**src/logic/etdc_pkg.sv**
```systemverilog
// Shared constants and types for the EEPROM timebase divider controller
package etdc_pkg;

  // ----------------------------------------------------------------
  // Register offsets
  // ----------------------------------------------------------------
  localparam logic [15:0] ADDR_DIV_HIGH    = 16'hfe1a;
  localparam logic [15:0] ADDR_DIV_LOW     = 16'hfe1b;
  localparam logic [15:0] ADDR_DIV_HIGH_NV = 16'hfe10;
  localparam logic [15:0] ADDR_DIV_LOW_NV  = 16'hfe11;
  localparam logic [15:0] ADDR_CFG_NV      = 16'hfe1c;
  localparam logic [15:0] ADDR_CTRL        = 16'hfe12;

  // ----------------------------------------------------------------
  // Field positions and masks
  // ----------------------------------------------------------------
  localparam int          LOCK_DIS_BIT  = 7;
  localparam int          REF_SEL_BIT   = 0;
  localparam int          BUSY_BIT      = 4;
  localparam int          HALT_BIT      = 5;
  localparam int          SUSPECT_BIT   = 6;
  localparam logic [7:0]  DIV_HIGH_MASK = 8'h87;

  // ----------------------------------------------------------------
  // Values after reset and blank / factory contents
  // ----------------------------------------------------------------
  localparam logic [7:0]  NV_BLANK      = 8'hff;
  localparam logic [7:0]  CFG_FACTORY   = 8'hf0;
  localparam logic [7:0]  REG_RESET     = 8'h00;
  localparam logic [10:0] DIV_CNT_RESET = 11'h000;
  localparam logic [15:0] SEQ_CNT_RESET = 16'h0000;

  // ----------------------------------------------------------------
  // Program / erase sequence states
  // ----------------------------------------------------------------
  typedef enum logic [1:0] {
    ETDC_IDLE = 2'b00,
    ETDC_RUN  = 2'b01,
    ETDC_HALT = 2'b10
  } etdc_seq_t;

endpackage : etdc_pkg

```
**src/logic/etdc_top.sv**
```systemverilog
// Timebase divider, nonvolatile divisor copies and stop handling of the EEPROM controller
//
// Chosen here: strobed register access.
`timescale 1ns/1ps

module etdc_top #(
  parameter logic [15:0] SEQ_TICKS = 16'h0008
) (
  input  wire logic        CLK_IN,
  input  wire logic        ARST_N_IN,
  input  wire logic        CE_IN,
  input  wire logic [15:0] ADDR_IN,
  input  wire logic [7:0]  WDATA_IN,
  input  wire logic        WR_IN,
  input  wire logic        RD_IN,
  output logic      [7:0]  RDATA_OUT,
  input  wire logic        XTAL_REF_IN,
  input  wire logic        BUS_LATCH_IN,
  input  wire logic        PROGRAM_POWER_EN_IN,
  input  wire logic        ERASE_MODE_IN,
  input  wire logic        ARRAY_WRITE_VALID_IN,
  input  wire logic        STOP_IN,
  output logic             TICK_OUT,
  output logic             HV_ON_OUT,
  output logic             ACCESS_BLOCK_OUT,
  output logic             LOW_POWER_OUT,
  output logic      [7:0]  ARRAY_CFG_OUT
);

  // ----------------------------------------------------------------
  // Declarations
  // ----------------------------------------------------------------
  logic [7:0]          div_high_ff;
  logic [7:0]          div_low_ff;
  // Copies have no reset: they start blank or as shipped and survive reset
  logic [7:0]          high_nv_ff = etdc_pkg::NV_BLANK;
  logic [7:0]          low_nv_ff  = etdc_pkg::NV_BLANK;
  logic [7:0]          cfg_nv_ff  = etdc_pkg::CFG_FACTORY;
  logic                load_pend_ff;
  logic                ref_sel_ff;
  logic                suspect_ff;
  logic                xtal_prev_ff;
  logic [10:0]         div_cnt_ff;
  logic                tick_ff;
  logic [15:0]         seq_cnt_ff;
  logic                lat_valid_ff;
  logic [15:0]         lat_addr_ff;
  logic [7:0]          lat_data_ff;
  logic [7:0]          rdata_ff;
  etdc_pkg::etdc_seq_t seq_ff;
  etdc_pkg::etdc_seq_t nxt_seq;

  logic [10:0] divisor;
  logic [10:0] div_m1;
  logic        lock_dis;
  logic        ref_evt;
  logic        tick_hit;
  logic        wr_ok;
  logic        wr_nv;
  logic        nv_is_div;
  logic        valid_any;
  logic        seq_done;
  logic        abort;

  // ----------------------------------------------------------------
  // Divisor view
  // ----------------------------------------------------------------
  // Top three divisor bits sit under the lock bit
  assign divisor  = {div_high_ff[2:0], div_low_ff};
  assign lock_dis = div_high_ff[etdc_pkg::LOCK_DIS_BIT];
  assign div_m1   = (divisor == 11'h000) ? 11'h000 : divisor - 11'h001;
  // Bus writes reach the live registers only when unlatched and unlocked
  assign wr_ok    = WR_IN && !BUS_LATCH_IN && lock_dis && !load_pend_ff;

  // ----------------------------------------------------------------
  // Live divider registers
  // ----------------------------------------------------------------
  // Reload from the copies on the first enabled edge after reset
  always_ff @(posedge CLK_IN or negedge ARST_N_IN) begin
    if (!ARST_N_IN) begin
      div_high_ff  <= etdc_pkg::REG_RESET;
      div_low_ff   <= etdc_pkg::REG_RESET;
      load_pend_ff <= 1'b1;
    end else if (CE_IN) begin
      if (load_pend_ff) begin
        div_high_ff  <= high_nv_ff & etdc_pkg::DIV_HIGH_MASK;
        div_low_ff   <= low_nv_ff;
        load_pend_ff <= 1'b0;
      end else if (wr_ok && ADDR_IN == etdc_pkg::ADDR_DIV_HIGH) begin
        div_high_ff <= WDATA_IN & etdc_pkg::DIV_HIGH_MASK;
      end else if (wr_ok && ADDR_IN == etdc_pkg::ADDR_DIV_LOW) begin
        div_low_ff <= WDATA_IN;
      end
    end
  end

  reset_load_a: assert property (@(posedge CLK_IN) disable iff (!ARST_N_IN)
    load_pend_ff && CE_IN |=> div_low_ff == $past(low_nv_ff)
      && div_high_ff == ($past(high_nv_ff) & etdc_pkg::DIV_HIGH_MASK))
    else $error("divisor not reloaded from copies");

  div_write_a: assert property (@(posedge CLK_IN) disable iff (!ARST_N_IN)
    CE_IN && WR_IN && ADDR_IN == etdc_pkg::ADDR_DIV_LOW && (BUS_LATCH_IN || !lock_dis)
      && !load_pend_ff |=> $stable(div_low_ff))
    else $error("blocked divisor write took effect");

  lock_forever_a: assert property (@(posedge CLK_IN) disable iff (!ARST_N_IN)
    !lock_dis && !load_pend_ff |=> !lock_dis)
    else $error("lock bit released without reset");

  // ----------------------------------------------------------------
  // Control register
  // ----------------------------------------------------------------
  // Reference select; suspect flag set wins over its clear
  always_ff @(posedge CLK_IN or negedge ARST_N_IN) begin
    if (!ARST_N_IN) begin
      ref_sel_ff <= 1'b0;
      suspect_ff <= 1'b0;
    end else if (CE_IN) begin
      if (WR_IN && ADDR_IN == etdc_pkg::ADDR_CTRL) begin
        ref_sel_ff <= WDATA_IN[etdc_pkg::REF_SEL_BIT];
      end
      if (abort) begin
        suspect_ff <= 1'b1;
      end else if (WR_IN && ADDR_IN == etdc_pkg::ADDR_CTRL && WDATA_IN[etdc_pkg::SUSPECT_BIT]) begin
        suspect_ff <= 1'b0;
      end
    end
  end

  // ----------------------------------------------------------------
  // Timebase counter
  // ----------------------------------------------------------------
  // Crystal input is synchronous, so a plain edge detect suffices
  assign ref_evt  = !STOP_IN && (ref_sel_ff ? (XTAL_REF_IN && !xtal_prev_ff) : 1'b1);
  // Compare with >= so a smaller divisor written mid-count still wraps
  assign tick_hit = ref_evt && (div_cnt_ff >= div_m1);

  always_ff @(posedge CLK_IN or negedge ARST_N_IN) begin
    if (!ARST_N_IN) begin
      xtal_prev_ff <= 1'b0;
      div_cnt_ff   <= etdc_pkg::DIV_CNT_RESET;
      tick_ff      <= 1'b0;
    end else if (CE_IN) begin
      xtal_prev_ff <= XTAL_REF_IN;
      tick_ff      <= tick_hit;
      if (tick_hit) begin
        div_cnt_ff <= etdc_pkg::DIV_CNT_RESET;
      end else if (ref_evt) begin
        div_cnt_ff <= div_cnt_ff + 11'h001;
      end
    end
  end

  tick_period_a: assert property (@(posedge CLK_IN) disable iff (!ARST_N_IN)
    CE_IN && ref_evt && div_cnt_ff == div_m1 |=> tick_ff && div_cnt_ff == 11'h000)
    else $error("timebase tick missing at terminal count");

  bus_ref_a: assert property (@(posedge CLK_IN) disable iff (!ARST_N_IN)
    CE_IN && !ref_sel_ff && !STOP_IN && div_cnt_ff < div_m1 |=> div_cnt_ff == $past(div_cnt_ff) + 11'h001)
    else $error("bus clock reference not counted");

  // ----------------------------------------------------------------
  // Bus capture for copy programming
  // ----------------------------------------------------------------
  assign nv_is_div = (ADDR_IN == etdc_pkg::ADDR_DIV_HIGH_NV) || (ADDR_IN == etdc_pkg::ADDR_DIV_LOW_NV);
  // Locked divider copies never become a valid target
  assign wr_nv     = WR_IN && BUS_LATCH_IN && seq_ff == etdc_pkg::ETDC_IDLE
                     && ((nv_is_div && lock_dis) || ADDR_IN == etdc_pkg::ADDR_CFG_NV);
  assign valid_any = lat_valid_ff || ARRAY_WRITE_VALID_IN;

  // Capture stays only while the latch bit holds the buses
  always_ff @(posedge CLK_IN or negedge ARST_N_IN) begin
    if (!ARST_N_IN) begin
      lat_valid_ff <= 1'b0;
      lat_addr_ff  <= 16'h0000;
      lat_data_ff  <= etdc_pkg::REG_RESET;
    end else if (CE_IN) begin
      if (!BUS_LATCH_IN || seq_done || abort) begin
        lat_valid_ff <= 1'b0;
      end else if (wr_nv) begin
        lat_valid_ff <= 1'b1;
        lat_addr_ff  <= ADDR_IN;
        lat_data_ff  <= WDATA_IN;
      end
    end
  end

  nv_lock_a: assert property (@(posedge CLK_IN) disable iff (!ARST_N_IN)
    CE_IN && !lock_dis && WR_IN && BUS_LATCH_IN && nv_is_div && !lat_valid_ff |=> !lat_valid_ff)
    else $error("locked divider copy was captured");

  // ----------------------------------------------------------------
  // Program / erase sequence
  // ----------------------------------------------------------------
  // Only stop gates the sequence; wait mode has no input here on purpose
  always_comb begin
    nxt_seq  = seq_ff;
    seq_done = 1'b0;
    abort    = 1'b0;
    unique case (seq_ff)
      etdc_pkg::ETDC_IDLE: begin
        if (PROGRAM_POWER_EN_IN && BUS_LATCH_IN && valid_any && !STOP_IN) begin
          nxt_seq = etdc_pkg::ETDC_RUN;
        end
      end
      etdc_pkg::ETDC_RUN: begin
        if (STOP_IN && BUS_LATCH_IN && PROGRAM_POWER_EN_IN) begin
          nxt_seq = etdc_pkg::ETDC_HALT;
        end else if (STOP_IN) begin
          nxt_seq = etdc_pkg::ETDC_IDLE;
          abort   = 1'b1;
        end else if (!PROGRAM_POWER_EN_IN) begin
          nxt_seq = etdc_pkg::ETDC_IDLE;
        end else if (tick_ff && seq_cnt_ff >= SEQ_TICKS - 16'h0001) begin
          nxt_seq  = etdc_pkg::ETDC_IDLE;
          seq_done = 1'b1;
        end
      end
      etdc_pkg::ETDC_HALT: begin
        if (!STOP_IN) begin
          nxt_seq = etdc_pkg::ETDC_RUN;
        end
      end
      default: nxt_seq = etdc_pkg::ETDC_IDLE; // Unused code recovers to idle
    endcase
  end

  // Sequence state and tick count; a restart begins from zero
  always_ff @(posedge CLK_IN or negedge ARST_N_IN) begin
    if (!ARST_N_IN) begin
      seq_ff     <= etdc_pkg::ETDC_IDLE;
      seq_cnt_ff <= etdc_pkg::SEQ_CNT_RESET;
    end else if (CE_IN) begin
      seq_ff <= nxt_seq;
      if (nxt_seq != etdc_pkg::ETDC_RUN || seq_ff != etdc_pkg::ETDC_RUN) begin
        seq_cnt_ff <= etdc_pkg::SEQ_CNT_RESET;
      end else if (tick_ff) begin
        seq_cnt_ff <= seq_cnt_ff + 16'h0001;
      end
    end
  end

  stop_halt_a: assert property (@(posedge CLK_IN) disable iff (!ARST_N_IN)
    CE_IN && seq_ff == etdc_pkg::ETDC_RUN && STOP_IN && BUS_LATCH_IN && PROGRAM_POWER_EN_IN
      |=> seq_ff == etdc_pkg::ETDC_HALT && ACCESS_BLOCK_OUT && !HV_ON_OUT)
    else $error("stop while latched did not halt");

  restart_a: assert property (@(posedge CLK_IN) disable iff (!ARST_N_IN)
    CE_IN && seq_ff == etdc_pkg::ETDC_HALT && !STOP_IN |=> seq_ff == etdc_pkg::ETDC_RUN && seq_cnt_ff == 16'h0000)
    else $error("halted sequence did not restart from zero");

  stop_abort_a: assert property (@(posedge CLK_IN) disable iff (!ARST_N_IN)
    CE_IN && seq_ff == etdc_pkg::ETDC_RUN && STOP_IN && !(BUS_LATCH_IN && PROGRAM_POWER_EN_IN)
      |=> seq_ff == etdc_pkg::ETDC_IDLE && suspect_ff)
    else $error("stop while unlatched did not abort");

  hv_cause_a: assert property (@(posedge CLK_IN) disable iff (!ARST_N_IN)
    $rose(HV_ON_OUT) |-> $past(valid_any) && BUS_LATCH_IN)
    else $error("high voltage without latch and valid write");

  // ----------------------------------------------------------------
  // Nonvolatile copies
  // ----------------------------------------------------------------
  // Program clears bits, erase sets the byte, as for array bytes
  always_ff @(posedge CLK_IN) begin
    if (CE_IN && seq_done && lat_valid_ff) begin
      if (lat_addr_ff == etdc_pkg::ADDR_DIV_HIGH_NV && lock_dis) begin
        high_nv_ff <= ERASE_MODE_IN ? etdc_pkg::NV_BLANK : (high_nv_ff & lat_data_ff);
      end
      if (lat_addr_ff == etdc_pkg::ADDR_DIV_LOW_NV && lock_dis) begin
        low_nv_ff <= ERASE_MODE_IN ? etdc_pkg::NV_BLANK : (low_nv_ff & lat_data_ff);
      end
      if (lat_addr_ff == etdc_pkg::ADDR_CFG_NV) begin
        cfg_nv_ff <= ERASE_MODE_IN ? etdc_pkg::NV_BLANK : (cfg_nv_ff & lat_data_ff);
      end
    end
  end

  nv_keep_a: assert property (@(posedge CLK_IN) disable iff (!ARST_N_IN)
    !(seq_done && CE_IN) |=> $stable(low_nv_ff) && $stable(high_nv_ff))
    else $error("copy changed outside a finished sequence");

  // ----------------------------------------------------------------
  // Register read port
  // ----------------------------------------------------------------
  // Data stand one cycle after the strobe; unmapped reads zero
  always_ff @(posedge CLK_IN or negedge ARST_N_IN) begin
    if (!ARST_N_IN) begin
      rdata_ff <= etdc_pkg::REG_RESET;
    end else if (CE_IN) begin
      rdata_ff <= etdc_pkg::REG_RESET;
      if (RD_IN) begin
        unique case (ADDR_IN)
          etdc_pkg::ADDR_DIV_HIGH:    rdata_ff <= div_high_ff;
          etdc_pkg::ADDR_DIV_LOW:     rdata_ff <= div_low_ff;
          etdc_pkg::ADDR_DIV_HIGH_NV: rdata_ff <= high_nv_ff;
          etdc_pkg::ADDR_DIV_LOW_NV:  rdata_ff <= low_nv_ff;
          etdc_pkg::ADDR_CFG_NV:      rdata_ff <= cfg_nv_ff;
          etdc_pkg::ADDR_CTRL: begin
            rdata_ff[etdc_pkg::REF_SEL_BIT] <= ref_sel_ff;
            rdata_ff[etdc_pkg::BUSY_BIT]    <= seq_ff != etdc_pkg::ETDC_IDLE;
            rdata_ff[etdc_pkg::HALT_BIT]    <= seq_ff == etdc_pkg::ETDC_HALT;
            rdata_ff[etdc_pkg::SUSPECT_BIT] <= suspect_ff;
          end
          default:                    rdata_ff <= etdc_pkg::REG_RESET;
        endcase
      end
    end
  end

  rdata_idle_a: assert property (@(posedge CLK_IN) disable iff (!ARST_N_IN)
    CE_IN && !RD_IN |=> RDATA_OUT == etdc_pkg::REG_RESET)
    else $error("read data stood past its cycle");

  // ----------------------------------------------------------------
  // Outputs
  // ----------------------------------------------------------------
  // High voltage dropped at once in stop, not a cycle later
  assign HV_ON_OUT        = seq_ff == etdc_pkg::ETDC_RUN && !STOP_IN;
  assign ACCESS_BLOCK_OUT = seq_ff != etdc_pkg::ETDC_IDLE;
  assign LOW_POWER_OUT    = STOP_IN;
  assign TICK_OUT         = tick_ff;
  assign RDATA_OUT        = rdata_ff;
  assign ARRAY_CFG_OUT    = cfg_nv_ff;

endmodule : etdc_top

```
**config.mk**
```make
export PLATFORM = sky130hd
export DESIGN_NAME = etdc_top
export DESIGN_NICKNAME = d
export VERILOG_FILES = /design/src/logic/etdc_pkg.sv /design/src/logic/etdc_top.sv
export SDC_FILE = /design/constraint.sdc
export NUM_CORES = 1
export LEC_CHECK = 0
export ABC_CLOCK_PERIOD_IN_PS = 3220
export BUFFER_PORTS_ARGS = -buffer_cell sky130_fd_sc_hd__buf_2
export CAP_MARGIN = 30
export CORE_MARGIN = 5
export CORE_UTILIZATION = 45
export CTS_CLUSTER_DIAMETER = 200
export DETAILED_ROUTE_END_ITERATION = 8
export MAX_ROUTING_LAYER = met4
export PLACE_DENSITY_LB_ADDON = 0.2
export SLEW_MARGIN = 20
export SYNTH_ARGS = -nofsm -noshare
export SYNTH_HDL_FRONTEND = slang
export SYNTH_SLANG_ARGS = --single-unit
```
**constraint.sdc**
```tcl
create_clock -name CLK_IN -period 3.22 [get_ports CLK_IN]
set_clock_uncertainty 0.1 [all_clocks]
set_input_delay 0.161 -clock CLK_IN [delete_from_list [all_inputs] [get_ports CLK_IN]]
set_output_delay 0.161 -clock CLK_IN [all_outputs]
set_load 0.01 [all_outputs]
```
# Word-level counts from Yosys, hierarchy flattened
# Cells that the tools add are included.
# Widths: inputs -> output; s select.
[word_totals] ff_bits=107 latch_bits=0 ramBits=0 mem_bits_ro=0 inputBits=35 mem_count=0
[classes] add_sub_neg=3 mul=0 n_div=0 order_cmp=2 eq_ne=14 shift=0 n_mux=35 n_bitwise=4 n_reduce_logical=55
[op_table] op="$eq 16x16->1 const B" count=9
[op_table] op="$mux 8" count=6
[op_table] op="$mux 11" count=3
[op_table] op="$mux 16" count=2
[op_table] op="$logic_and 1x1->1" count=25
[op_table] op="$and 8x8->8" count=3
[op_table] op="$pmux 3 s6" count=1
[op_table] op="$reduce_and 2->1" count=9
[op_table] op="$add 16x1->16 const B" count=1
[op_table] op="$ge 16x3->1 const B" count=1
[op_table] op="$pmux 3 s5" count=1
[op_table] op="$reduce_bool 2->1" count=7
[op_table] op="$mux 1" count=13
[op_table] op="$mux 2" count=6
[op_table] op="$add 11x1->11 const B" count=1
[op_table] op="$ge 11x11->1" count=1
[op_table] op="$logic_not 11->1" count=1
[op_table] op="$sub 11x1->11 const B" count=1
[op_table] op="$logic_or 1x1->1" count=6
[op_table] op="$pmux 1 s6" count=1
[op_table] op="$pmux 2 s3" count=1
[op_table] op="$reduce_and 3->1" count=2
[op_table] op="$pmux 1 s5" count=1
[op_table] op="$logic_not 1->1" count=4
[op_table] op="other kinds (6)" count=7

# Longest topological paths before layout
# Gate-level depths: netlist (run 1).
[logic_depth] ltp_word=11 mapped_depth=13 mapped_depth_nobuf=11

# Least setup slack after synthesis (run 1)
# Ideal clock, no wire load.
[synth_timing] path_kind="reg-to-reg" startpoint="register div_low_ff[5]" endpoint="register div_cnt_ff[0]" setup_ns=0.137 t_arrival_ns=2.738 t_required_ns=2.983 path_slack_ns=0.245 path_stages_with_launch=14 path_cell_list="dfrtp_1 clkbuf_1 or4_1 nor2_1 nand4b_1 clkbuf_1 and2_1 ha_1 nor2b_1 o21ai_0 a31oi_1 o221ai_1 clkbuf_1 a21oi_1"
[synth_between] elab_chain_cells=6 elab_cells_between_ends=8 cone_classes="1 x add/sub; 1 x order compare; 2 x mux; 4 x reduce/logical"
[synth_lines] element="start: declaration" line="etdc_top.sv:34" text="logic [7:0] div_low_ff;"
[synth_lines] element="start signal: assignment" line="etdc_top.sv:82" text="div_low_ff <= etdc_pkg::REG_RESET;"
[synth_lines] element="start signal: assignment" line="etdc_top.sv:87" text="div_low_ff <= low_nv_ff;"
[synth_lines] element="$sub 11x1->11 / $logic_not 11->1 (equally long branches)" line="etdc_top.sv:71" text="assign div_m1 = (divisor == 11'h000) ? 11'h000 : divisor - 11'h001;"
[synth_lines] element="$mux 11 *" line="etdc_top.sv:71"
[synth_lines] element="$ge 11x11->1 *" line="etdc_top.sv:137" text="assign tick_hit = ref_evt && (div_cnt_ff >= div_m1);"
[synth_lines] element="$logic_and 1x1->1 *" line="etdc_top.sv:137"
[synth_lines] element="$reduce_bool 2->1 (no line)"
[synth_lines] element="$reduce_and 2->1 (no line)"
[synth_lines] element="end signal: assignment" line="etdc_top.sv:142" text="div_cnt_ff <= etdc_pkg::DIV_CNT_RESET;"
[synth_lines] element="end signal: assignment" line="etdc_top.sv:148" text="div_cnt_ff <= etdc_pkg::DIV_CNT_RESET;"
[synth_lines] element="end signal: assignment" line="etdc_top.sv:150" text="div_cnt_ff <= div_cnt_ff + 11'h001;"
[synth_lines] element="end: declaration" line="etdc_top.sv:43" text="logic [10:0] div_cnt_ff;"
# Every way passes the cells marked *; elsewhere a longest branch is shown, timed or not.
# A chain may end at the register's enable or synchronous reset.

# Final worst setup path (run 1)
[layout_timing] startpoint="register div_low_ff[6]" endpoint="register tick_ff, in the netlist TICK_OUT"
[layout_between] elab_chain_cells=4 elab_cells_between_ends=5 cone_classes="1 x add/sub; 1 x order compare; 1 x mux; 2 x reduce/logical"
[layout_lines] element="$sub 11x1->11 / $logic_not 11->1 (equally long branches)" line="etdc_top.sv:71"
[layout_lines] element="$mux 11 *" line="etdc_top.sv:71"
[layout_lines] element="$ge 11x11->1 *" line="etdc_top.sv:137"
[layout_lines] element="$logic_and 1x1->1 *" line="etdc_top.sv:137"
[layout_lines] element="end signal: assignment" line="etdc_top.sv:146" text="tick_ff <= tick_hit;"
[layout_lines] element="end: declaration" line="etdc_top.sv:44" text="logic tick_ff;"
# Marked as above.

==> results.json, run 1 <==
{
  "status": "complete, no violations",
  "syn_nets": 548,
  "dieWidth_um": 118,
  "pwr-share-comb_pct": 16.2,
  "worst_slew_pin_slew_ns": 0.883,
  "crit_buf_inv": 1,
  "clockBufferDepth": 2,
  "power.switching_mw": 0.923,
  "global_route.usage.met3_pct": 5.68,
  "clkPwrFrac_pct": 34.2,
  "cts_buffers": 9,
  "diodes": 0,
  "p_total_mw": 3.10,
  "core_um2": 11500,
  "rsz0062_at_grt": "no",
  "met1_usage_pct": 26.0,
  "netlist_instances": 498,
  "drv_slew": 0,
  "start_kind": "flip-flop",
  "yosys_most_used_dff": "dfrtp_1",
  "yosysWarnings": 0,
  "async_reset_ff_share_pct": 76.7,
  "drv_cap": 0,
  "syn_avg_cell_area_um2": 10.6,
  "ir_drop_mv": 0.537,
  "setup_ws_ns": 0.285,
  "final_util_pct": 53.1,
  "gp_congestion": 0.879,
  "cts_tree": "built",
  "grt-ovfl-total": 0,
  "period_share_pct": 91.2,
  "nets": 607,
  "clk_latency_ns": 0.35,
  "vias": 4134,
  "tns_ns": 0,
  "cts.clk_slew.worst_paths_ns": 0.08,
  "worstPathRequired_ns": 3.36,
  "hold_viol": 0,
  "cts-root-buf": "clkbuf_16",
  "synthesis.area_um2": 5290,
  "cts_sinks": 103,
  "powerDensity_nw_per_um2": 509,
  "seq_power_share_pct": 49.6,
  "synth_edf_count": 24,
  "drtPass1Iterations": 5,
  "drc_errors": 0,
  "min_period_ns": 2.94,
  "hold_class": "in2reg",
  "crit_family": "compound AO/OA/AOI/OAI gates",
  "grt_max_degree": 53,
  "power.leakage_nw": 2.83,
  "synth.distinct_cells": 57,
  "critPathKind": "reg2reg",
  "fmax_ghz": 0.341,
  "cpMaxStageDelayCell": "or4_1",
  "p_int_mw": 2.17,
  "viasPerCell": 5.86,
  "cts_setup_buffers": 0,
  "ant_nets": 0,
  "switching_share_pct": 29.8,
  "met2_usage_pct": 28.3,
  "rows": 39,
  "path_max_fanout": 12,
  "maxSlewHeadroom_pct": 40.8,
  "routedWlPerCell_um": 18.2,
  "wirelength_um": 12900,
  "crit_arrival_ns": 3.08,
  "crit_chain": "or4_1 > nor2_1 > nand4b_1 > buf_4 > nand2_1 > ha_1 > a21oi_1 > o21ai_0 > a31oi_1 > o221ai_2 > a22o_1",
  "hpwl_um": 9370,
  "layout_commonest_cell": "dfrtp_1",
  "drt_iter0_drc": 461,
  "grt_pass1_vias": 4085,
  "start_util_pct": 46.1,
  "final_cell_mix": "dfrtp_1, nor2_1, buf_2",
  "cts.htree.levels": 3,
  "finalSetupViolations": 0,
  "antenna_found_initial": 0,
  "holdWs_ns": 0.0267,
  "die_area_um2": 14000,
  "grt_usage_pct": 19.3,
  "dp_slack_ns": -0.0332,
  "final_layout_size_suffix_gt1_share_pct": 21.0,
  "max_stage_delay_ns": 0.55,
  "ys_seq_area_share_pct": 51.0,
  "worst_setup_path_end_kind": "flip-flop",
  "io_pins": 55,
  "grt-busiest-layer": "met2",
  "grt_pass1_wl_um": 21300,
  "chipHeight_um": 118,
  "ys_ff_latch": 103,
  "area_growth_pct": 15.1,
  "io_buffers": 54
}
cell type report:
class,instances,area (µm²)
clock inverters,6,53.8
well taps,143,179
repair buffers,71,440
multi-input cells,358,2430
flip-flops and latches,103,2700
clock buffers,10,229
fillers,1068,5380
inverters,14,52.6
flip-flops by register name, indices dropped and copies added (netlist names), 2 cells and up:
signal         cells
seq_cnt_ff        16
low_nv_ff          8
div_low_ff         8
RDATA_OUT          8
ARRAY_CFG_OUT      8
seq_ff             2
lat_data_ff        8
div_cnt_ff        11
lat_addr_ff       16
high_nv_ff         8
div_high_ff        4
metal layers:
| layer | vias up | wire [µm] |
|---|---|---|
| met5 | - | 0 |
| met4 | 0 | 250 |
| met3 | 24 | 796 |
| met2 | 118 | 6000 |
| met1 | 2028 | 5810 |
| li1 | 1964 | - |
per-stage QoR:
step                instances  cell area (µm²)
finish                    705             6090
global route              705             6090
CTS                       705             6080
detailed placement        681             5720
global placement          680             5690
floorplan                 498             5290
worst register-to-register path, stage by stage (launching register included):
cell and delay, ns:
dfrtp_1 0.44, or4_1 0.55, nor2_1 0.14, nand4b_1 0.11
buf_4 0.19, nand2_1 0.07, ha_1 0.23, a21oi_1 0.12
o21ai_0 0.10, a31oi_1 0.22, o221ai_2 0.29, a22o_1 0.26
synth_stat cells, drive strengths merged, types with 7 or more instances:
cell type   n  area share [%]
xor2       10             1.7
a31oi       8            0.95
buf         8             1.1
mux2       22             4.7
nor2b       8            0.95
nand2b      7            0.83
clkbuf     15             1.1
nor3        9             1.1
inv        14            0.99
or2        11             1.3
xnor2       9             1.5
edfxtp     24              14
nand2      39             2.8
nand4      11             1.3
and3        9             1.1
a21o       26             3.7
nor2       53             3.8
a21oi      24             2.3
dfrtp      78              37
nand3      12             1.1
ha         15             3.5
o32ai       9             1.5
power by group through the flow:
stage | clock (mW) | sequential [mW] | combinational [mW]
floorplan | 0 | 1.52 | 0.344
global placement | 0 | 1.56 | 0.459
detailed placement | 0 | 1.56 | 0.490
CTS | 1.08 | 1.53 | 0.504
global route | 1.15 | 1.55 | 0.579
finish | 1.06 | 1.54 | 0.502
kinds of logic (layout without fill, tap and decap cells):
| family | after synthesis | count (layout) | share of synthesized area (%) |
|---|---|---|---|
| and+or+nand+nor | 188 | 188 | 18.8 |
| AOI/OAI and AO/OA | 112 | 112 | 15.3 |
| DFF | 103 | 103 | 51.0 |
| buffers and inverters | 37 | 101 | 3.12 |
| muxes | 24 | 24 | 5.06 |
| xor gates and xnor gates | 19 | 19 | 3.15 |
| adders and majority gates | 15 | 15 | 3.55 |
repair_timing:
item | CTS | global route
hold buffers | 8 | 0
setup endpoints to repair | 12 | 9
gates resized for setup | 1 | 1
hold endpoints to repair | 39 | 0
path summary, 6_finish.rpt:
path	startpoint	to	slack, ns	cells after the start
max reg2reg	div_low_ff[6]	TICK_OUT	0.28	11
min reg2reg	lat_addr_ff[15]	lat_addr_ff[15]	0.37	1
max in group asynchronous	ARST_N_IN	suspect_ff	2.23	3
min in group asynchronous	ARST_N_IN	div_low_ff[2]	0.20	2
max	div_low_ff[6]	TICK_OUT	0.28	11
min	WDATA_IN[6]	lat_data_ff[6]	0.03	2
(Power assumes the default switching activity.)
==> run 2: changes to the inputs <==
ABC_AREA = 1   (was default)
ABC_CLOCK_PERIOD_IN_PS = 3150   (was 3220)
SETUP_SLACK_MARGIN = 0.02   (was default)
clock period = 3.15 ns   (was 3.22 ns; I/O delays follow)
==> results.json, run 2 <==
{
  "worst_setup_path_end_kind": "flip-flop",
  "ant_nets": 0,
  "ys_seq_area_share_pct": 49.1,
  "worstPathRequired_ns": 3.28,
  "drv_slew": 0,
  "die_area_um2": 14500,
  "status": "complete, no violations",
  "top_regs": "lat_addr_ff x16, seq_cnt_ff x16, div_cnt_ff x11",
  "dp_cells": 885,
  "io_buffers": 54,
  "final_cells": 911,
  "grt_usage_pct": 18.7,
  "io_pins": 55,
  "path_max_fanout": 8,
  "fillCellCount": 1171,
  "grt_max_degree": 58,
  "reg2regPathDepth": 15,
  "synthesis.area_um2": 5500,
  "grt_pass1_vias": 4527,
  "worstSetupStartpoint": "div_low_ff[0]",
  "fmax_ghz": 0.371,
  "synth.distinct_cells": 34,
  "hp-start": "ADDR_IN[0]",
  "clockBufferDepth": 2,
  "finalSetupViolations": 0,
  "cts-root-buf": "clkbuf_16",
  "synth_edf_count": 24,
  "period_share_pct": 85.6,
  "drc_errors": 0,
  "netlist_instances": 695,
  "async_reset_ff_share_pct": 76.7,
  "hpwl_um": 9550,
  "gp_congestion": 0.886,
  "nets": 809,
  "synth_commonest_cells": "nand2_1, nor2_1, dfrtp_1",
  "hold_viol": 0,
  "p_total_mw": 3.12,
  "cts.htree.levels": 3,
  "wirelength_um": 12500,
  "routedWlPerCell_um": 13.7,
  "antenna_found_initial": 0,
  "critPathKind": "reg2reg",
  "synth_top_area_share_pct": 35.5,
  "dieWidth_um": 121,
  "r2r_slack_ns": 0.45,
  "syn_nets": 745,
  "ir_drop_mv": 0.310,
  "seq_area_um2": 2700,
  "final_cell_mix": "nand2_1, nor2_1, dfrtp_1",
  "core_um2": 12000,
  "viasPerCell": 5.04,
  "rr_endpoint": "div_cnt_ff[10]",
  "m1WireLength_um": 6030,
  "tns_ns": 0,
  "vias": 4593,
  "power.leakage_nw": 3.18,
  "cts_sinks": 103,
  "wl_met2_um": 5750,
  "grt-ovfl-total": 0,
  "min_period_ns": 2.70,
  "rsz0062_at_grt": "no",
  "grt_pass1_wl_um": 21600,
  "synth_area_leaders": "dfrtp_1, nand2_1, edfxtp_1",
  "drtPass1Iterations": 4,
  "powerDensity_nw_per_um2": 495,
  "yosys_most_used_dff": "dfrtp_1",
  "ys_ff_latch": 103,
  "diodes": 0,
  "multi_input_area_um2": 2400,
  "route.met3.wl_um": 473,
  "design_area_um2": 6310,
  "hold_end": "lat_addr_ff[0]",
  "hold_class": "in2reg",
  "yosys.area.top_type": "dfrtp_1",
  "placed_cell_area_um2": 5920,
  "yosysWarnings": 0,
  "cts.clk_slew.worst_paths_ns": 0.07,
  "cts_tree": "built",
  "hold_depth": 3,
  "area_growth_pct": 14.8,
  "rows": 40,
  "layout_commonest_cell": "nand2_1",
  "drt_iter0_drc": 313,
  "r2r-start": "div_low_ff[0]",
  "start_kind": "flip-flop",
  "routed.top_layer": "met4",
  "start_util_pct": 45.7,
  "syn_avg_cell_area_um2": 7.91,
  "clk_latency_ns": 0.35,
  "synth_most_common_cell": "nand2_1",
  "final_layout_size_suffix_gt1_share_pct": 14.7,
  "maxSlewHeadroom_pct": 44.4,
  "holdWs_ns": 0.0180,
  "post_cts_resized": 0,
  "drv_cap": 0,
  "worst_slew_pin_slew_ns": 0.831,
  "chipHeight_um": 121,
  "cts_buffers": 9,
  "crit_arrival_ns": 2.83
}
[run 2: cells by family (layout without fill, tap and decap cells)]
logic type,after synthesis,in the layout,synth area share [%]
AOI/OAI and AO/OA,64,64,6.74
xor gates and xnor gates,11,11,1.75
adders and majority gates,15,15,3.42
buffers and inverters,96,165,7.13
DFF,103,103,49.1
and+or+nand+nor,406,406,31.9
[run 2: layout make-up]
class	count	area share [%]
inverter	80	4.76
tap	147	2.92
sequential	103	42.8
clock inverter	7	1.03
multi-input combinational	496	38.1
clock buffer	9	3.57
timing repair buffer	69	6.82
[run 2: metrics by stage]
| stage | setup WS [ns] | util [%] |
|---|---|---|
| floorplan | 0.824 | - |
| global placement | 0.626 | 49.0 |
| detailed placement | 0.519 | 49.3 |
| CTS | 0.484 | 52.5 |
| global route | 0.122 | 52.5 |
| finish | 0.454 | 52.5 |
[run 2: how the worst max path moves through the flow]
stage / endpoint / slack (ns) / cells after the start
floorplan: div_cnt_ff[10] / 0.82 / 15
global placement: div_cnt_ff[10] / 0.63 / 15
detailed placement: div_cnt_ff[7] / 0.52 / 15
CTS: div_cnt_ff[10] / 0.48 / 15
global route: div_cnt_ff[10] / 0.12 / 15
finish: div_cnt_ff[10] / 0.45 / 15
[run 2: timing repair]
| action | CTS | global route |
|---|---|---|
| hold endpoints to repair | 87 | 0 |
| buffers inserted | 0 | 0 |
| setup endpoints to repair | 0 | 0 |
| hold buffers | 10 | 0 |
[run 2: per-layer routing]
metal	vias to the layer above	GRT usage [%]
met5	-	-
li1	2355	-
met1	2113	25.5
met3	18	3.70
met2	107	29.0
met4	0	5.17
[run 2: worst max-delay path, cell delays in order (launching register included)]
cell and delay (ns):
dfrtp_1 0.44, inv_1 0.16, ha_1 0.22, nand2_1 0.12
nor2_1 0.19, nand2_1 0.07, nand2_1 0.06, nand3_1 0.09
ha_1 0.32, nand2_1 0.08, nor2_1 0.14, nand3b_1 0.11
nand3_1 0.11, nand2_1 0.08, inv_1 0.20, nor2_1 0.08
[run 2: power by group]
group          switching [mW]  internal (mW)  leakage (nW)  total, mW
clock                   0.527          0.554         0.144       1.08
combinational           0.313          0.212          1.81      0.525
sequential             0.0868           1.43          1.22       1.52
